File: src/hdl/cfg_resource_defs.vh
// Constants for the resource and pin configuration register bank
`ifndef CFG_RESOURCE_DEFS_VH
`define CFG_RESOURCE_DEFS_VH
// --------------------------------------------------------------
// Register indices
// --------------------------------------------------------------
`define IDX_UART_IRQ      8'h28
`define IDX_FLOPPY_IRQ    8'h29
`define IDX_IR_DMA        8'h2a
`define IDX_PIN_SEL_A     8'h2b
`define IDX_PIN_SEL_B     8'h2c
`define IDX_FLOPPY_RATE   8'h2d
`define IDX_MISC          8'h2e
`define IDX_SCI_IRQ       8'h31
// --------------------------------------------------------------
// Reset values
// --------------------------------------------------------------
`define RST_UART_IRQ_ON   8'h43
`define RST_FLOPPY_IRQ_ON 8'h62
`define RST_ZERO          8'h00
`define RST_PIN_SEL_B     8'h10
`define RST_MISC          8'h2e
// --------------------------------------------------------------
// Writable bit masks (reserved bits read zero)
// --------------------------------------------------------------
`define MASK_FULL         8'hff
`define MASK_PIN_SEL_B    8'hfc
`define MASK_FLOPPY_RATE  8'h3f
`define MASK_MISC         8'h3f
`define MASK_SCI_IRQ      8'hf4
// --------------------------------------------------------------
// Field positions
// --------------------------------------------------------------
`define PIN91_HI          7
`define PIN91_LO          5
`define CRC_APPEND_BIT    4
`define BANK_SEL_BIT      3
`define CLK_SEL_BIT       2
`define PREC_A_BIT        2
`define PREC_B_BIT        5
`define PNF_EN_BIT        0
`define WIDE_DEC_BIT      1
`define INV_RD_BIT        2
`define BURST_DIS_BIT     3
`define DOUBLER_BIT       4
`define IRQ_MODE_BIT      2
// --------------------------------------------------------------
// Pin function codes (3-bit binary, shared by all pins)
// --------------------------------------------------------------
`define F_IRQ             3'd0
`define F_DRQ             3'd1
`define F_INFRARED_SELECT_TWO           3'd2
`define F_INFRARED_SELECT_ONE           3'd3
`define F_SHARED          3'd4
`define F_DACK            3'd5
`define F_OTHER           3'd6
`define F_RESV            3'd7
// --------------------------------------------------------------
// Floppy data rate codes
// --------------------------------------------------------------
`define RATE_CODE_1M      2'b11
`define RATE_CODE_500     2'b00
`define RATE_CODE_250     2'b10
`define RATE_CODE_300     2'b01
`define RATE_MFM_1M       3'd0
`define RATE_MFM_500      3'd1
`define RATE_MFM_300      3'd2
`define RATE_MFM_250      3'd3
`define RATE_MFM_2M       3'd4
`define RATE_TBL_00       2'b00
`define RATE_TBL_01       2'b01
`define RATE_TBL_10       2'b10
`define SCI_LINES         8
`endif

File: src/hdl/rate_table_lookup.v
// Floppy data rate lookup for one drive
`include "cfg_resource_defs.vh"
module rate_table_lookup (
	// Inputs
	input  wire [1:0] table_sel,
	input  wire [1:0] rate_sel,
	// Result
	output reg  [2:0] mfm_rate,
	output reg        fm_valid
);
	// --------------------------------------------------------------
	// Table
	// --------------------------------------------------------------
	// rate table decode
	always @* begin
		mfm_rate = `RATE_MFM_500;
		fm_valid = 1'b1;
		case (rate_sel)
		`RATE_CODE_1M: begin
			mfm_rate = `RATE_MFM_1M;
			fm_valid = 1'b0;
		end
		`RATE_CODE_500: mfm_rate = `RATE_MFM_500;
		`RATE_CODE_250: mfm_rate = `RATE_MFM_250;
		default: begin
			case (table_sel)
			`RATE_TBL_00: mfm_rate = `RATE_MFM_300;
			`RATE_TBL_01: mfm_rate = `RATE_MFM_500;
			`RATE_TBL_10: begin
				mfm_rate = `RATE_MFM_2M;
				fm_valid = 1'b0;
			end
			// Table 11 undefined; treat like table 01
			default: mfm_rate = `RATE_MFM_500;
			endcase
		end
		endcase
	end
endmodule // rate_table_lookup

File: src/hdl/resource_pin_config.v
// Resource routing and pin function configuration register bank
// Notes on behaviour
// - Index then data port reach registers
// - UART routing register, strap reset 43h
// - Floppy routing resets 62h or 00h
// - Floppy and external input IRQ fields
// - Infrared transmit and receive DMA fields
// - Pin 1 function, clock in serial
// - Pin 2 chip select or address 11
// - Pin 3 function select
// - Pin 93 function, printer-not-floppy override
// - Pin 91 function, serial IRQ pin
// - Bank bit picks select0 or receive
// - CRC append enable for receiver
// - Serial B bank select enable
// - Input clock 24 or 48 MHz
// - Rate table per drive
// - Fixed rate codes and FM rates
// - Per drive precompensation disable
// - Misc register, printer-not-floppy enable
// - Wide address decode, auto infrared
// - Floppy read data inversion
// - Burst disable and doubler variant
// - SCI line routing, others floated
// - Serial mode floats lines, uses frame
// - Interrupt mode select bit
`include "cfg_resource_defs.vh"
module resource_pin_config #(
	parameter LINES = `SCI_LINES
) (
	// Clock and reset
	input  wire             mclk,
	input  wire             rst,
	// Strap, caught after reset release
	input  wire             power_on_strap,
	// Configuration ports, valid in extended function mode
	input  wire             ext_mode_active,
	input  wire             config_index_port_wr,
	input  wire             config_data_port_wr,
	input  wire             config_data_port_rd,
	input  wire [7:0]       host_wdata,
	output reg  [7:0]       config_data_port,
	output reg              rdata_hit,
	// Bank 7 infrared selector bit
	input  wire             ir_select_zero_mode,
	// Floppy rate inputs and read data
	input  wire             rate_select_high,
	input  wire             rate_select_low,
	input  wire             floppy_read_data,
	// SCI source
	input  wire             sci_level,
	// Resource routing fields
	output reg  [3:0]       serial_a_irq_select,
	output reg  [3:0]       serial_b_irq_select,
	output reg  [3:0]       floppy_irq_select,
	output reg  [3:0]       ext_irq_in_select,
	output reg  [3:0]       infrared_tx_dma_select,
	output reg  [3:0]       infrared_rx_dma_select,
	output reg  [3:0]       sci_frame_select,
	output reg              sci_serial_request,
	// Pin functions, codes from the header
	output reg  [2:0]       pin1_function,
	output reg              pin2_address_mode,
	output reg  [2:0]       pin3_function,
	output reg  [2:0]       pin93_function,
	output reg  [2:0]       pin91_function,
	output reg              pin_select_zero_drive,
	// Feature controls
	output reg              rx_crc_append_enable,
	output reg              serial_b_bank_select_enable,
	output reg              input_clock_freq_select,
	output reg              wide_address_decode,
	output reg              serial_b_auto_infrared,
	output reg              floppy_burst_enable,
	output reg              clock_doubler_variant,
	output reg              interrupt_mode_select,
	output reg              drive_a_precomp_enable,
	output reg              drive_b_precomp_enable,
	output reg  [2:0]       drive_a_mfm_rate,
	output reg              drive_a_fm_valid,
	output reg  [2:0]       drive_b_mfm_rate,
	output reg              drive_b_fm_valid,
	output reg              floppy_data_used,
	// SCI parallel lines
	output reg  [LINES-1:0] sci_line_out,
	output reg  [LINES-1:0] sci_line_oe
);
	// --------------------------------------------------------------
	// Registers
	// --------------------------------------------------------------
	reg  [7:0]       index_q;
	reg  [7:0]       uart_irq_routing_q;
	reg  [7:0]       floppy_extin_irq_routing_q;
	reg  [7:0]       infrared_dma_routing_q;
	reg  [7:0]       pin_function_select_a_q;
	reg  [7:0]       pin_function_select_b_q;
	reg  [7:0]       floppy_rate_precomp_q;
	reg  [7:0]       misc_feature_control_q;
	reg  [7:0]       sci_irq_routing_q;
	reg              strap_done_q;
	reg  [7:0]       rd_d;
	reg              hit_d;
	wire             wr_en;
	wire             serial_mode;
	wire             pnf_en;
	wire [2:0]       rate_a;
	wire [2:0]       rate_b;
	wire             fm_a;
	wire             fm_b;
	wire [LINES-1:0] line_o;
	wire [LINES-1:0] line_e;
	reg  [2:0]       p1_d;
	reg  [2:0]       p3_d;
	reg  [2:0]       p93_d;
	reg  [2:0]       p91_d;

	assign wr_en       = ext_mode_active & config_data_port_wr;
	assign serial_mode = sci_irq_routing_q[`IRQ_MODE_BIT];
	assign pnf_en      = misc_feature_control_q[`PNF_EN_BIT];

	// --------------------------------------------------------------
	// Index and register storage
	// --------------------------------------------------------------
	// Strap defaults load one cycle after release, since an async
	// reset may only load constants.
	always @(posedge mclk or posedge rst) begin
		if (rst) begin
			index_q                    <= `RST_ZERO;
			strap_done_q               <= 1'b0;
			uart_irq_routing_q         <= `RST_ZERO;
			floppy_extin_irq_routing_q <= `RST_ZERO;
			infrared_dma_routing_q     <= `RST_ZERO;
			pin_function_select_a_q    <= `RST_ZERO;
			pin_function_select_b_q    <= `RST_PIN_SEL_B;
			floppy_rate_precomp_q      <= `RST_ZERO;
			misc_feature_control_q     <= `RST_MISC & `MASK_MISC;
			sci_irq_routing_q          <= `RST_ZERO;
		end else begin
			strap_done_q <= 1'b1;
			if (ext_mode_active && config_index_port_wr)
				index_q <= host_wdata;
			if (!strap_done_q && power_on_strap) begin
				uart_irq_routing_q         <= `RST_UART_IRQ_ON;
				floppy_extin_irq_routing_q <= `RST_FLOPPY_IRQ_ON;
			end else if (wr_en) begin
				case (index_q)
				`IDX_UART_IRQ:
					uart_irq_routing_q <= host_wdata;
				`IDX_FLOPPY_IRQ:
					floppy_extin_irq_routing_q <= host_wdata;
				`IDX_IR_DMA:
					infrared_dma_routing_q <= host_wdata;
				`IDX_PIN_SEL_A:
					pin_function_select_a_q <= host_wdata;
				`IDX_PIN_SEL_B:
					pin_function_select_b_q <=
						host_wdata & `MASK_PIN_SEL_B;
				`IDX_FLOPPY_RATE:
					floppy_rate_precomp_q <=
						host_wdata & `MASK_FLOPPY_RATE;
				`IDX_MISC:
					misc_feature_control_q <=
						host_wdata & `MASK_MISC;
				`IDX_SCI_IRQ:
					sci_irq_routing_q <=
						host_wdata & `MASK_SCI_IRQ;
				default: ;
				endcase
			end
		end
	end

	// --------------------------------------------------------------
	// Read mux
	// --------------------------------------------------------------
	// data port read select
	always @* begin
		hit_d = 1'b1;
		case (index_q)
		`IDX_UART_IRQ:    rd_d = uart_irq_routing_q;
		`IDX_FLOPPY_IRQ:  rd_d = floppy_extin_irq_routing_q;
		`IDX_IR_DMA:      rd_d = infrared_dma_routing_q;
		`IDX_PIN_SEL_A:   rd_d = pin_function_select_a_q;
		`IDX_PIN_SEL_B:   rd_d = pin_function_select_b_q;
		`IDX_FLOPPY_RATE: rd_d = floppy_rate_precomp_q;
		`IDX_MISC:        rd_d = misc_feature_control_q;
		`IDX_SCI_IRQ:     rd_d = sci_irq_routing_q;
		default: begin
			rd_d  = `RST_ZERO;
			hit_d = 1'b0;
		end
		endcase
		if (!(ext_mode_active && config_data_port_rd)) begin
			rd_d  = `RST_ZERO;
			hit_d = 1'b0;
		end
	end

	// --------------------------------------------------------------
	// Pin function decode
	// --------------------------------------------------------------
	always @* begin
		case (pin_function_select_a_q[7:6])
		2'b00:   p1_d = `F_IRQ;
		2'b10:   p1_d = `F_DRQ;
		2'b11:   p1_d = `F_INFRARED_SELECT_TWO;
		default: p1_d = `F_RESV;
		endcase
		if (serial_mode)
			p1_d = `F_OTHER;
		case (pin_function_select_a_q[3:2])
		2'b00:   p3_d = `F_OTHER;
		2'b01:   p3_d = `F_DACK;
		2'b10:   p3_d = `F_INFRARED_SELECT_ONE;
		default: p3_d = `F_SHARED;
		endcase
		case (pin_function_select_a_q[1:0])
		2'b00:   p93_d = `F_IRQ;
		2'b01:   p93_d = `F_DRQ;
		2'b10:   p93_d = `F_INFRARED_SELECT_TWO;
		default: p93_d = `F_SHARED;
		endcase
		if (pnf_en)
			p93_d = `F_OTHER;
		case (pin_function_select_b_q[`PIN91_HI:`PIN91_LO])
		3'b000:  p91_d = `F_IRQ;
		3'b010:  p91_d = `F_INFRARED_SELECT_TWO;
		3'b100:  p91_d = `F_DACK;
		default: p91_d = `F_RESV;
		endcase
		if (serial_mode)
			p91_d = `F_OTHER;
	end

	// --------------------------------------------------------------
	// Helpers
	// --------------------------------------------------------------
	rate_table_lookup u_rate_a (
		.table_sel (floppy_rate_precomp_q[1:0]),
		.rate_sel  ({rate_select_high, rate_select_low}),
		.mfm_rate  (rate_a),
		.fm_valid  (fm_a)
	);

	rate_table_lookup u_rate_b (
		.table_sel (floppy_rate_precomp_q[4:3]),
		.rate_sel  ({rate_select_high, rate_select_low}),
		.mfm_rate  (rate_b),
		.fm_valid  (fm_b)
	);

	sci_line_router #(.LINES(LINES)) u_sci (
		.line_sel    (sci_irq_routing_q[7:4]),
		.serial_mode (serial_mode),
		.sci_level   (sci_level),
		.line_out    (line_o),
		.line_oe     (line_e)
	);

	// --------------------------------------------------------------
	// Registered outputs
	// --------------------------------------------------------------
	// All outputs are registered, so they trail the register bank by
	// one cycle; a trade of latency for clean timing at the pins.
	always @(posedge mclk or posedge rst) begin
		if (rst) begin
			config_data_port            <= `RST_ZERO;
			rdata_hit                   <= 1'b0;
			serial_a_irq_select         <= 4'h0;
			serial_b_irq_select         <= 4'h0;
			floppy_irq_select           <= 4'h0;
			ext_irq_in_select           <= 4'h0;
			infrared_tx_dma_select      <= 4'h0;
			infrared_rx_dma_select      <= 4'h0;
			sci_frame_select            <= 4'h0;
			sci_serial_request          <= 1'b0;
			pin1_function               <= `F_IRQ;
			pin2_address_mode           <= 1'b0;
			pin3_function               <= `F_OTHER;
			pin93_function              <= `F_IRQ;
			pin91_function              <= `F_IRQ;
			pin_select_zero_drive       <= 1'b0;
			rx_crc_append_enable        <= 1'b1;
			serial_b_bank_select_enable <= 1'b0;
			input_clock_freq_select     <= 1'b0;
			wide_address_decode         <= 1'b1;
			serial_b_auto_infrared      <= 1'b1;
			floppy_burst_enable         <= 1'b1;
			clock_doubler_variant       <= 1'b0;
			interrupt_mode_select       <= 1'b0;
			drive_a_precomp_enable      <= 1'b1;
			drive_b_precomp_enable      <= 1'b1;
			drive_a_mfm_rate            <= `RATE_MFM_500;
			drive_a_fm_valid            <= 1'b1;
			drive_b_mfm_rate            <= `RATE_MFM_500;
			drive_b_fm_valid            <= 1'b1;
			floppy_data_used            <= 1'b0;
			sci_line_out                <= {LINES{1'b0}};
			sci_line_oe                 <= {LINES{1'b0}};
		end else begin
			config_data_port <= rd_d;
			rdata_hit        <= hit_d;
			serial_a_irq_select <= uart_irq_routing_q[7:4];
			serial_b_irq_select <= uart_irq_routing_q[3:0];
			floppy_irq_select <= floppy_extin_irq_routing_q[7:4];
			ext_irq_in_select <= floppy_extin_irq_routing_q[3:0];
			infrared_tx_dma_select <= infrared_dma_routing_q[7:4];
			infrared_rx_dma_select <= infrared_dma_routing_q[3:0];
			sci_frame_select   <= serial_mode ?
				sci_irq_routing_q[7:4] : 4'h0;
			sci_serial_request <= serial_mode & sci_level;
			pin1_function      <= p1_d;
			pin2_address_mode  <=
				(pin_function_select_a_q[5:4] == 2'b01);
			pin3_function      <= p3_d;
			pin93_function     <= p93_d;
			pin91_function     <= p91_d;
			pin_select_zero_drive <= ir_select_zero_mode;
			rx_crc_append_enable <=
				pin_function_select_b_q[`CRC_APPEND_BIT];
			serial_b_bank_select_enable <=
				pin_function_select_b_q[`BANK_SEL_BIT];
			input_clock_freq_select <=
				pin_function_select_b_q[`CLK_SEL_BIT];
			wide_address_decode    <=
				~misc_feature_control_q[`WIDE_DEC_BIT];
			serial_b_auto_infrared <=
				~misc_feature_control_q[`WIDE_DEC_BIT];
			floppy_burst_enable   <=
				~misc_feature_control_q[`BURST_DIS_BIT];
			clock_doubler_variant <=
				misc_feature_control_q[`DOUBLER_BIT];
			interrupt_mode_select <= serial_mode;
			drive_a_precomp_enable <=
				~floppy_rate_precomp_q[`PREC_A_BIT];
			drive_b_precomp_enable <=
				~floppy_rate_precomp_q[`PREC_B_BIT];
			drive_a_mfm_rate <= rate_a;
			drive_a_fm_valid <= fm_a;
			drive_b_mfm_rate <= rate_b;
			drive_b_fm_valid <= fm_b;
			floppy_data_used <= floppy_read_data ^
				misc_feature_control_q[`INV_RD_BIT];
			sci_line_out <= line_o;
			sci_line_oe  <= line_e;
		end
	end
endmodule // resource_pin_config

File: src/hdl/sci_line_router.v
// Routes the SCI interrupt onto one of eight parallel lines
`include "cfg_resource_defs.vh"
module sci_line_router #(
	parameter LINES = `SCI_LINES
) (
	// Control
	input  wire [3:0]       line_sel,
	input  wire             serial_mode,
	input  wire             sci_level,
	// Lines
	output reg  [LINES-1:0] line_out,
	output reg  [LINES-1:0] line_oe
);
	integer i;
	always @* begin
		line_out = {LINES{1'b0}};
		line_oe  = {LINES{1'b0}};
		for (i = 0; i < LINES; i = i + 1) begin
			if (!serial_mode && line_sel == i + 1) begin
				line_out[i] = sci_level;
				line_oe[i]  = 1'b1;
			end
		end
	end
endmodule // sci_line_router

File: config.mk
export PLATFORM = sky130hd
export DESIGN_NAME = resource_pin_config
export DESIGN_NICKNAME = d
export VERILOG_FILES = /design/src/hdl/rate_table_lookup.v /design/src/hdl/resource_pin_config.v /design/src/hdl/sci_line_router.v
export VERILOG_INCLUDE_DIRS = /design/src /design/src/hdl
export SDC_FILE = /design/constraint.sdc
export NUM_CORES = 1
export LEC_CHECK = 0
export BUFFER_PORTS_ARGS = -buffer_cell sky130_fd_sc_hd__buf_2
export CAP_MARGIN = 25
export CORE_MARGIN = 2
export CORE_UTILIZATION = 29
export CTS_CLUSTER_DIAMETER = 60
export DETAILED_ROUTE_END_ITERATION = 6
export HOLD_SLACK_MARGIN = 0.08
export SYNTH_ARGS = -nofsm -noshare
export SYNTH_HDL_FRONTEND = slang
export SYNTH_SLANG_ARGS = --single-unit
File: constraint.sdc
create_clock -name mclk -period 4.5 [get_ports mclk]
set_input_delay 0.675 -clock mclk [delete_from_list [all_inputs] [get_ports mclk]]
set_output_delay 0.675 -clock mclk [all_outputs]
set_load 0.03 [all_outputs]
==> summary.txt, run 1 <==
====================================================================================
Fmax                                                                         390 MHz
Pin count of the biggest net entering global routing                              88
Number of buffers inserted for hold repair after clock tree synthesis              0
Worst-path clk slew                                                          0.06 ns
Standard-cell rows                                                                51
H-Tree Level Count                                                                 4
Post-placement worst setup slack                                             1.94 ns
Max-Cap Viols                                                                      0
Critical path cell sequence                                             nor2b_1 -> nor4b_4 -> and3_1 -> mux2_4
Ranking of synthesized cells by area                                    sky130_fd_sc_hd__dfrtp_1, sky130_fd_sc_hd__dfstp_2, sky130_fd_sc_hd__mux2_2, sky130_fd_sc_hd__mux2_1, sky130_fd_sc_hd__mux2i_1
RSZ-0062 raised after global routing                                              no
Combined area of all synthesized cells                                      5780 um2
Fin crit period                                                              2.56 ns
PostCTS Resize Cnt                                                                 0
RR Startpoint                                                             index_q[0]
Post-synthesis cell type count                                                    55
Detailed Route Iter0 Violations                                                  158
Cell with the largest stage delay on the worst path                     sky130_fd_sc_hd__dfrtp_1
Total of warnings raised by yosys                                                  0
Final sum of negative setup slack                                               0 ns
Number of buffers between clock root and the deepest sink                          2
Kind of critical path                                                   flop to flop
Top flip-flop cell by instance count after synthesis                    sky130_fd_sc_hd__dfrtp_1
Die Y-Extent                                                                  145 um
Fraction of final layout cells sized beyond drive strength 1                   37.6%
Number of synthesized flops with an enable pin                                     0
Via-to-Cell Ratio                                                               4.59
Vias in the first global route                                                  3871
Root Buffer                                                             sky130_fd_sc_hd__clkbuf_16
Pint                                                                         2.28 mW
CTS tree                                                                       built
Seq/Total Area, Yosys                                                          65.3%
Sw Ratio                                                                       25.7%
Avg Cell Area, Syn                                                          13.7 um2
Cell Pwr Density                                                          430 nW/um2
Part of the total power dissipated in combinational logic                       8.4%
Net Switching                                                               0.789 mW
Number of nets with antenna violations after routing                               0
Horizontal extent of the die                                                  145 um
Diode count                                                                        0
Status                                                                  finished, final reports clean
Syn_nets                                                                         446
Utilization after layout                                                       36.5%
DR WL/cell                                                                   17.3 um
Number of pins exceeding their max-slew limit in the final report                  0
Slew HR                                                                        35.1%
Post-synthesis instance total                                                    422
Total Wirelength                                                            13900 um
Effective utilization at floorplan                                             29.6%
Worst endpoint data arrival time                                             2.86 ns
Final instance area                                                         7130 um2
Post-layout total power                                                      3.07 mW
Layout Nets                                                                      553
Number of register bits inferred by synthesis                                    150
Core area                                                                  19500 um2
Layout Area Growth over Synthesis                                              23.4%
Area share of the leading cell type in the synthesized netlist                 58.0%
Num CTS Buffers                                                                   17
Global-route wire length before repair                                      22300 um
Clock sink total                                                                 150
Length of the first detailed-routing pass in iterations                            4
Skew-Pair Late Insertion Delay                                               0.42 ns
Max VDD drop                                                                0.251 mV
Worst Path Max Fanout                                                             26
Ports                                                                            107
Final std cells w/o fill                                                         807
Sort of element at the start of the critical path                               flop
Total number of vias                                                            3705
Worst clock skew                                                          0.00956 ns
Worst Hold Class                                                        input pin to asynchronous set/reset pin
Worst reg2reg path depth                                                           4
DP Cell Count                                                                    775
Post-synth ARST share                                                           100%
Share of the cycle needed by the critical path after routing                   57.0%
RR Endpoint                                                             sci_irq_routing_q[4]
Endpoint type of the worst setup path                                           flop
Setup violators final                                                              0
Leakage                                                                      3.50 nW
Final Hold Slack                                                            0.366 ns
Number of antenna violations at the first check in global routing                  0
Sequential Power Share                                                         48.2%
Remaining global-route overflow                                                    0
GRT Util Overall                                                               13.8%
Final Wtd Congestion                                                           0.893
CP Data Required Time                                                        4.80 ns
Transition time at the pin with the least slew margin                       0.973 ns
Number of setup buffers added after CTS                                            0
Die area                                                                   21100 um2
Number of hold violations in the final report                                      0
Total of buffers placed on input and output ports                                106
Longest individual stage delay on the worst path                             0.98 ns
Sum of net half-perimeters after detailed placement                         10000 um
Final WS setup                                                               1.94 ns
# DRC                                                                              0
Leading area contributor after synthesis                                sky130_fd_sc_hd__dfrtp_1
Number of filler cells placed in the layout                                     1929
Clock group share of total power                                               43.4%
Post-DP Area                                                                6570 um2
Internal reg-to-reg setup slack                                              1.94 ns
====================================================================================
## worst max-delay path: cells and delay by family, from the launching register on
family           cells  cell delay, ns
AND/OR/NAND/NOR      3            1.13
multiplexers         1            0.33
flip-flops           1            0.98
## area by class of cell
cell class	instances	area [um2]	share of cell area (%)
Clock buffer	18	439	6.16
Clock inverter	14	126	1.77
Tap cell	265	332	4.65
Timing Repair Buffer	108	558	7.82
Inverter	15	60.1	0.842
Multi-Input combinational cell	237	1840	25.8
Sequential cell	150	3770	52.9
## synthesized netlist by cell type, types with 3 or more instances
cell / n
sky130_fd_sc_hd__o2bb2ai_1: 3
sky130_fd_sc_hd__nand4_1: 3
sky130_fd_sc_hd__and3_1: 4
sky130_fd_sc_hd__dfstp_2: 16
sky130_fd_sc_hd__a21oi_1: 7
sky130_fd_sc_hd__nand3_1: 10
sky130_fd_sc_hd__mux2_2: 29
sky130_fd_sc_hd__o22a_1: 3
sky130_fd_sc_hd__ha_1: 4
sky130_fd_sc_hd__a31oi_1: 4
sky130_fd_sc_hd__clkbuf_1: 8
sky130_fd_sc_hd__mux2_1: 16
sky130_fd_sc_hd__mux2i_1: 9
sky130_fd_sc_hd__inv_1: 15
sky130_fd_sc_hd__dfrtp_1: 134
sky130_fd_sc_hd__mux2_4: 5
sky130_fd_sc_hd__nor2b_1: 11
sky130_fd_sc_hd__nor3_1: 7
sky130_fd_sc_hd__o21ai_0: 7
sky130_fd_sc_hd__or2_2: 3
sky130_fd_sc_hd__nand2_1: 23
sky130_fd_sc_hd__nor2_1: 23
sky130_fd_sc_hd__or3_1: 3
sky130_fd_sc_hd__nand2b_1: 5
sky130_fd_sc_hd__and2_1: 11
sky130_fd_sc_hd__nand3b_1: 3
sky130_fd_sc_hd__buf_2: 8
sky130_fd_sc_hd__a22oi_1: 4
sky130_fd_sc_hd__a22o_1: 9
## metal layers
layer  vias up  track usage [%]  share of wire [%]
met5         -                0                  0
met4         0             5.54                2.0
met3        21             3.90                5.4
met2       117             22.0                 48
met1      1872             17.7                 45
li1       1695                -                  -
## worst max path at each step
stage / from / end / slack (ns) / cells past startpoint
final: index_q[0] / sci_irq_routing_q[4] / 1.94 / 4
after global routing: index_q[0] / misc_feature_control_q[4] / 1.73 / 3
after CTS: index_q[0] / floppy_rate_precomp_q[5] / 1.94 / 3
after detailed placement: index_q[0] / floppy_rate_precomp_q[5] / 1.94 / 3
after global placement: index_q[0] / sci_irq_routing_q[6] / 2.04 / 4
after floorplan: rst / clock_doubler_variant / 1.95 / 1
## cells by family after synthesis
logic type               count (synthesis)  synth area share (%)
AND/OR/NAND/NOR                        121                  12.2
other                                    1                0.0649
XOR/XNOR                                 1                 0.152
adder cells (fa/ha/maj)                  4                 0.866
AO/OA/AOI/OAI                           49                  6.19
buffers and inverters                   35                  2.84
multiplexers                            61                  12.4
flip-flops                             150                  65.3
## power groups by stage
stage	Clock (mW)	Sequential, mW	Combinational (mW)
after floorplan	0	1.52	0.154
after global placement	0	1.50	0.256
after detailed placement	0	1.50	0.261
after CTS	1.37	1.48	0.262
after global routing	1.43	1.49	0.280
final	1.33	1.48	0.258
## cells in the final DEF (no fill, tap or decap), types with 4 or more instances in the layout
master,instances
sky130_fd_sc_hd__a21oi_1,7
sky130_fd_sc_hd__clkinv_2,4
sky130_fd_sc_hd__clkinv_4,5
sky130_fd_sc_hd__nor2b_1,11
sky130_fd_sc_hd__clkbuf_16,17
sky130_fd_sc_hd__a22o_1,9
sky130_fd_sc_hd__and3_1,4
sky130_fd_sc_hd__nor3_1,7
sky130_fd_sc_hd__nor2_1,23
sky130_fd_sc_hd__mux2_4,5
sky130_fd_sc_hd__and2_1,11
sky130_fd_sc_hd__mux2_1,16
sky130_fd_sc_hd__a22oi_1,4
sky130_fd_sc_hd__nand2_1,23
sky130_fd_sc_hd__dfrtp_1,134
sky130_fd_sc_hd__mux2i_1,9
sky130_fd_sc_hd__nand3_1,10
sky130_fd_sc_hd__dfstp_2,16
sky130_fd_sc_hd__buf_2,106
sky130_fd_sc_hd__nand2b_1,5
sky130_fd_sc_hd__o21ai_0,7
sky130_fd_sc_hd__ha_1,4
sky130_fd_sc_hd__mux2_2,29
sky130_fd_sc_hd__inv_1,14
sky130_fd_sc_hd__a31oi_1,4
## flip-flops by register name, summed over array words and instances (netlist names), 5 cells and up
register                    cells
config_data_port                8
floppy_extin_irq_routing_q      8
index_q                         8
infrared_dma_routing_q          8
pin_function_select_a_q         8
sci_line_oe                     8
sci_line_out                    8
uart_irq_routing_q              8
floppy_rate_precomp_q           6
misc_feature_control_q          6
pin_function_select_b_q         6
sci_irq_routing_q               5
(Power assumes the default switching activity.)
==> inputs of run 2 (changes only) <==
- clock period: 4.5 -> 2.2 ns (I/O delays scaled with it)
==> summary.txt, run 2 (synthesis results as in run 1) <==
====================================================================================
Status                                                                  finished, final reports clean
Effective utilization at floorplan                                             29.6%   unchanged
Leakage                                                                      3.58 nW   +2.2%
Total of buffers placed on input and output ports                                106   unchanged
Number of setup buffers added after CTS                                            0   unchanged
Via-to-Cell Ratio                                                               4.56   -0.69%
Endpoint type of the worst setup path                                           flop
Setup violators final                                                              0   unchanged
Max VDD drop                                                                0.553 mV   +120%
Cell Pwr Density                                                          860 nW/um2   +100%
Worst endpoint data arrival time                                             2.31 ns   -0.55 ns
Detailed Route Iter0 Violations                                                  154   -2.5%
DR WL/cell                                                                   17.2 um   -0.66%
Vias in the first global route                                                  4024   +4.0%
GRT Util Overall                                                               14.0%   +0.25 points
Pin count of the biggest net entering global routing                              67   -24%
Die Y-Extent                                                                  145 um   unchanged
# DRC                                                                              0   unchanged
Fin crit period                                                              2.01 ns   -0.555 ns
Ports                                                                            107   unchanged
Commonest non-fill, non-tap cells in the layout                         sky130_fd_sc_hd__dfrtp_1, sky130_fd_sc_hd__buf_2, sky130_fd_sc_hd__mux2_2
Global-route wire length before repair                                      22800 um   +2.0%
CP Data Required Time                                                        2.50 ns   -2.30 ns
Utilization after layout                                                       37.2%   +0.71 points
CTS tree                                                                       built
Standard-cell rows                                                                51   unchanged
Clock sink total                                                                 150   unchanged
RSZ-0062 raised after global routing                                              no
Final WS setup                                                              0.191 ns   -1.74 ns
Fmax                                                                         498 MHz   +28%
Number of buffers inserted for hold repair after clock tree synthesis              3   +3
Layout Nets                                                                      570   +3.1%
Share of the cycle needed by the critical path after routing                   91.3%   +34 points
Length of the first detailed-routing pass in iterations                            4   unchanged
Sort of element at the start of the critical path                               flop
Diode count                                                                        0   unchanged
Core area                                                                  19500 um2   unchanged
Remaining global-route overflow                                                    0   unchanged
Worst Path Max Fanout                                                             10   -62%
Post-placement worst setup slack                                            0.199 ns   -1.74 ns
Num CTS Buffers                                                                   17   unchanged
Slew HR                                                                        67.4%   +32 points
PostCTS Resize Cnt                                                                 0   unchanged
Horizontal extent of the die                                                  145 um   unchanged
Worst Hold Class                                                        input pin to flop
Final Wtd Congestion                                                           0.897   +0.52%
Root Buffer                                                             sky130_fd_sc_hd__clkbuf_16
Sum of net half-perimeters after detailed placement                         10300 um   +2.7%
Fraction of final layout cells sized beyond drive strength 1                   38.5%   +0.82 points
Total number of vias                                                            3757   +1.4%
Total Wirelength                                                            14100 um   +1.4%
H-Tree Level Count                                                                 4   unchanged
Layout Area Growth over Synthesis                                              25.8%
Kind of critical path                                                   flop to flop
Number of antenna violations at the first check in global routing                  0   unchanged
Number of buffers between clock root and the deepest sink                          2   unchanged
Worst clock skew                                                          0.00810 ns   -0.00146 ns
Worst-path clk slew                                                          0.06 ns   about the same
Max-Cap Viols                                                                      0   unchanged
Skew-Pair Late Insertion Delay                                               0.42 ns   about the same
Number of pins exceeding their max-slew limit in the final report                  0   unchanged
Number of nets with antenna violations after routing                               0   unchanged
Die area                                                                   21100 um2   unchanged
Most common cell after layout, fill and taps aside                      sky130_fd_sc_hd__dfrtp_1
Number of hold violations in the final report                                      0   unchanged
Final Hold Slack                                                            0.120 ns   -0.246 ns
Transition time at the pin with the least slew margin                       0.482 ns   -0.492 ns
====================================================================================
-- run 2: report_power, final --
group	switching, mW	internal, mW
combinational	0.380	0.231
clock	1.10	1.55
sequential	0.112	2.88
total	1.59	4.66
-- run 2: final timing paths --
kind | startpoint | end | slack [ns] | cells after the start
setup / recovery | index_q[1] | infrared_dma_routing_q[4] | 0.19 | 3
hold / removal | rate_select_high | drive_a_mfm_rate[0] | 0.12 | 2
setup reg to reg | index_q[1] | infrared_dma_routing_q[4] | 0.19 | 3
hold reg to reg | pin_function_select_b_q[4] | rx_crc_append_enable | 0.38 | 0
max in group asynchronous | rst | misc_feature_control_q[1] | 0.97 | 4
min in group asynchronous | rst | pin_select_zero_drive | 0.50 | 3
-- run 2: per-stage QoR --
step	TNS, ns	total power, mW	instance area [um2]	instances
6_report	0	6.25	7270	824
5_1_grt	0	6.52	7270	824
4_1_cts	0	6.34	7270	824
3_5_place_dp	0	3.65	6700	789
2_1_floorplan	-0.791	3.42	5780	422
3_3_place_gp	0	3.64	6700	789
-- run 2: cell type report --
class / count / area (um2)
tap: 265 / 332
fill: 1925 / 12300
multi-input combinational: 237 / 1840
clock inverter: 12 / 108
sequential: 150 / 3770
inverter: 15 / 60.1
timing repair buffer: 125 / 718
clock buffer: 20 / 437
-- run 2: per-layer routing --
layer / routed length, um / GRT usage, % / vias to the layer above
li1: - / - / 1728
met1: 6240 / 18.0 / 1897
met2: 6870 / 22.8 / 110
met3: 756 / 4.12 / 22
met4: 281 / 4.90 / 0
met5: 0 / 0 / -
-- run 2: critical path: stages, from the launching register on --
cell and delay, ns:
sky130_fd_sc_hd__dfrtp_1 0.55, sky130_fd_sc_hd__nor4b_1 0.47, sky130_fd_sc_hd__and2_1 0.51, sky130_fd_sc_hd__mux2_1 0.37
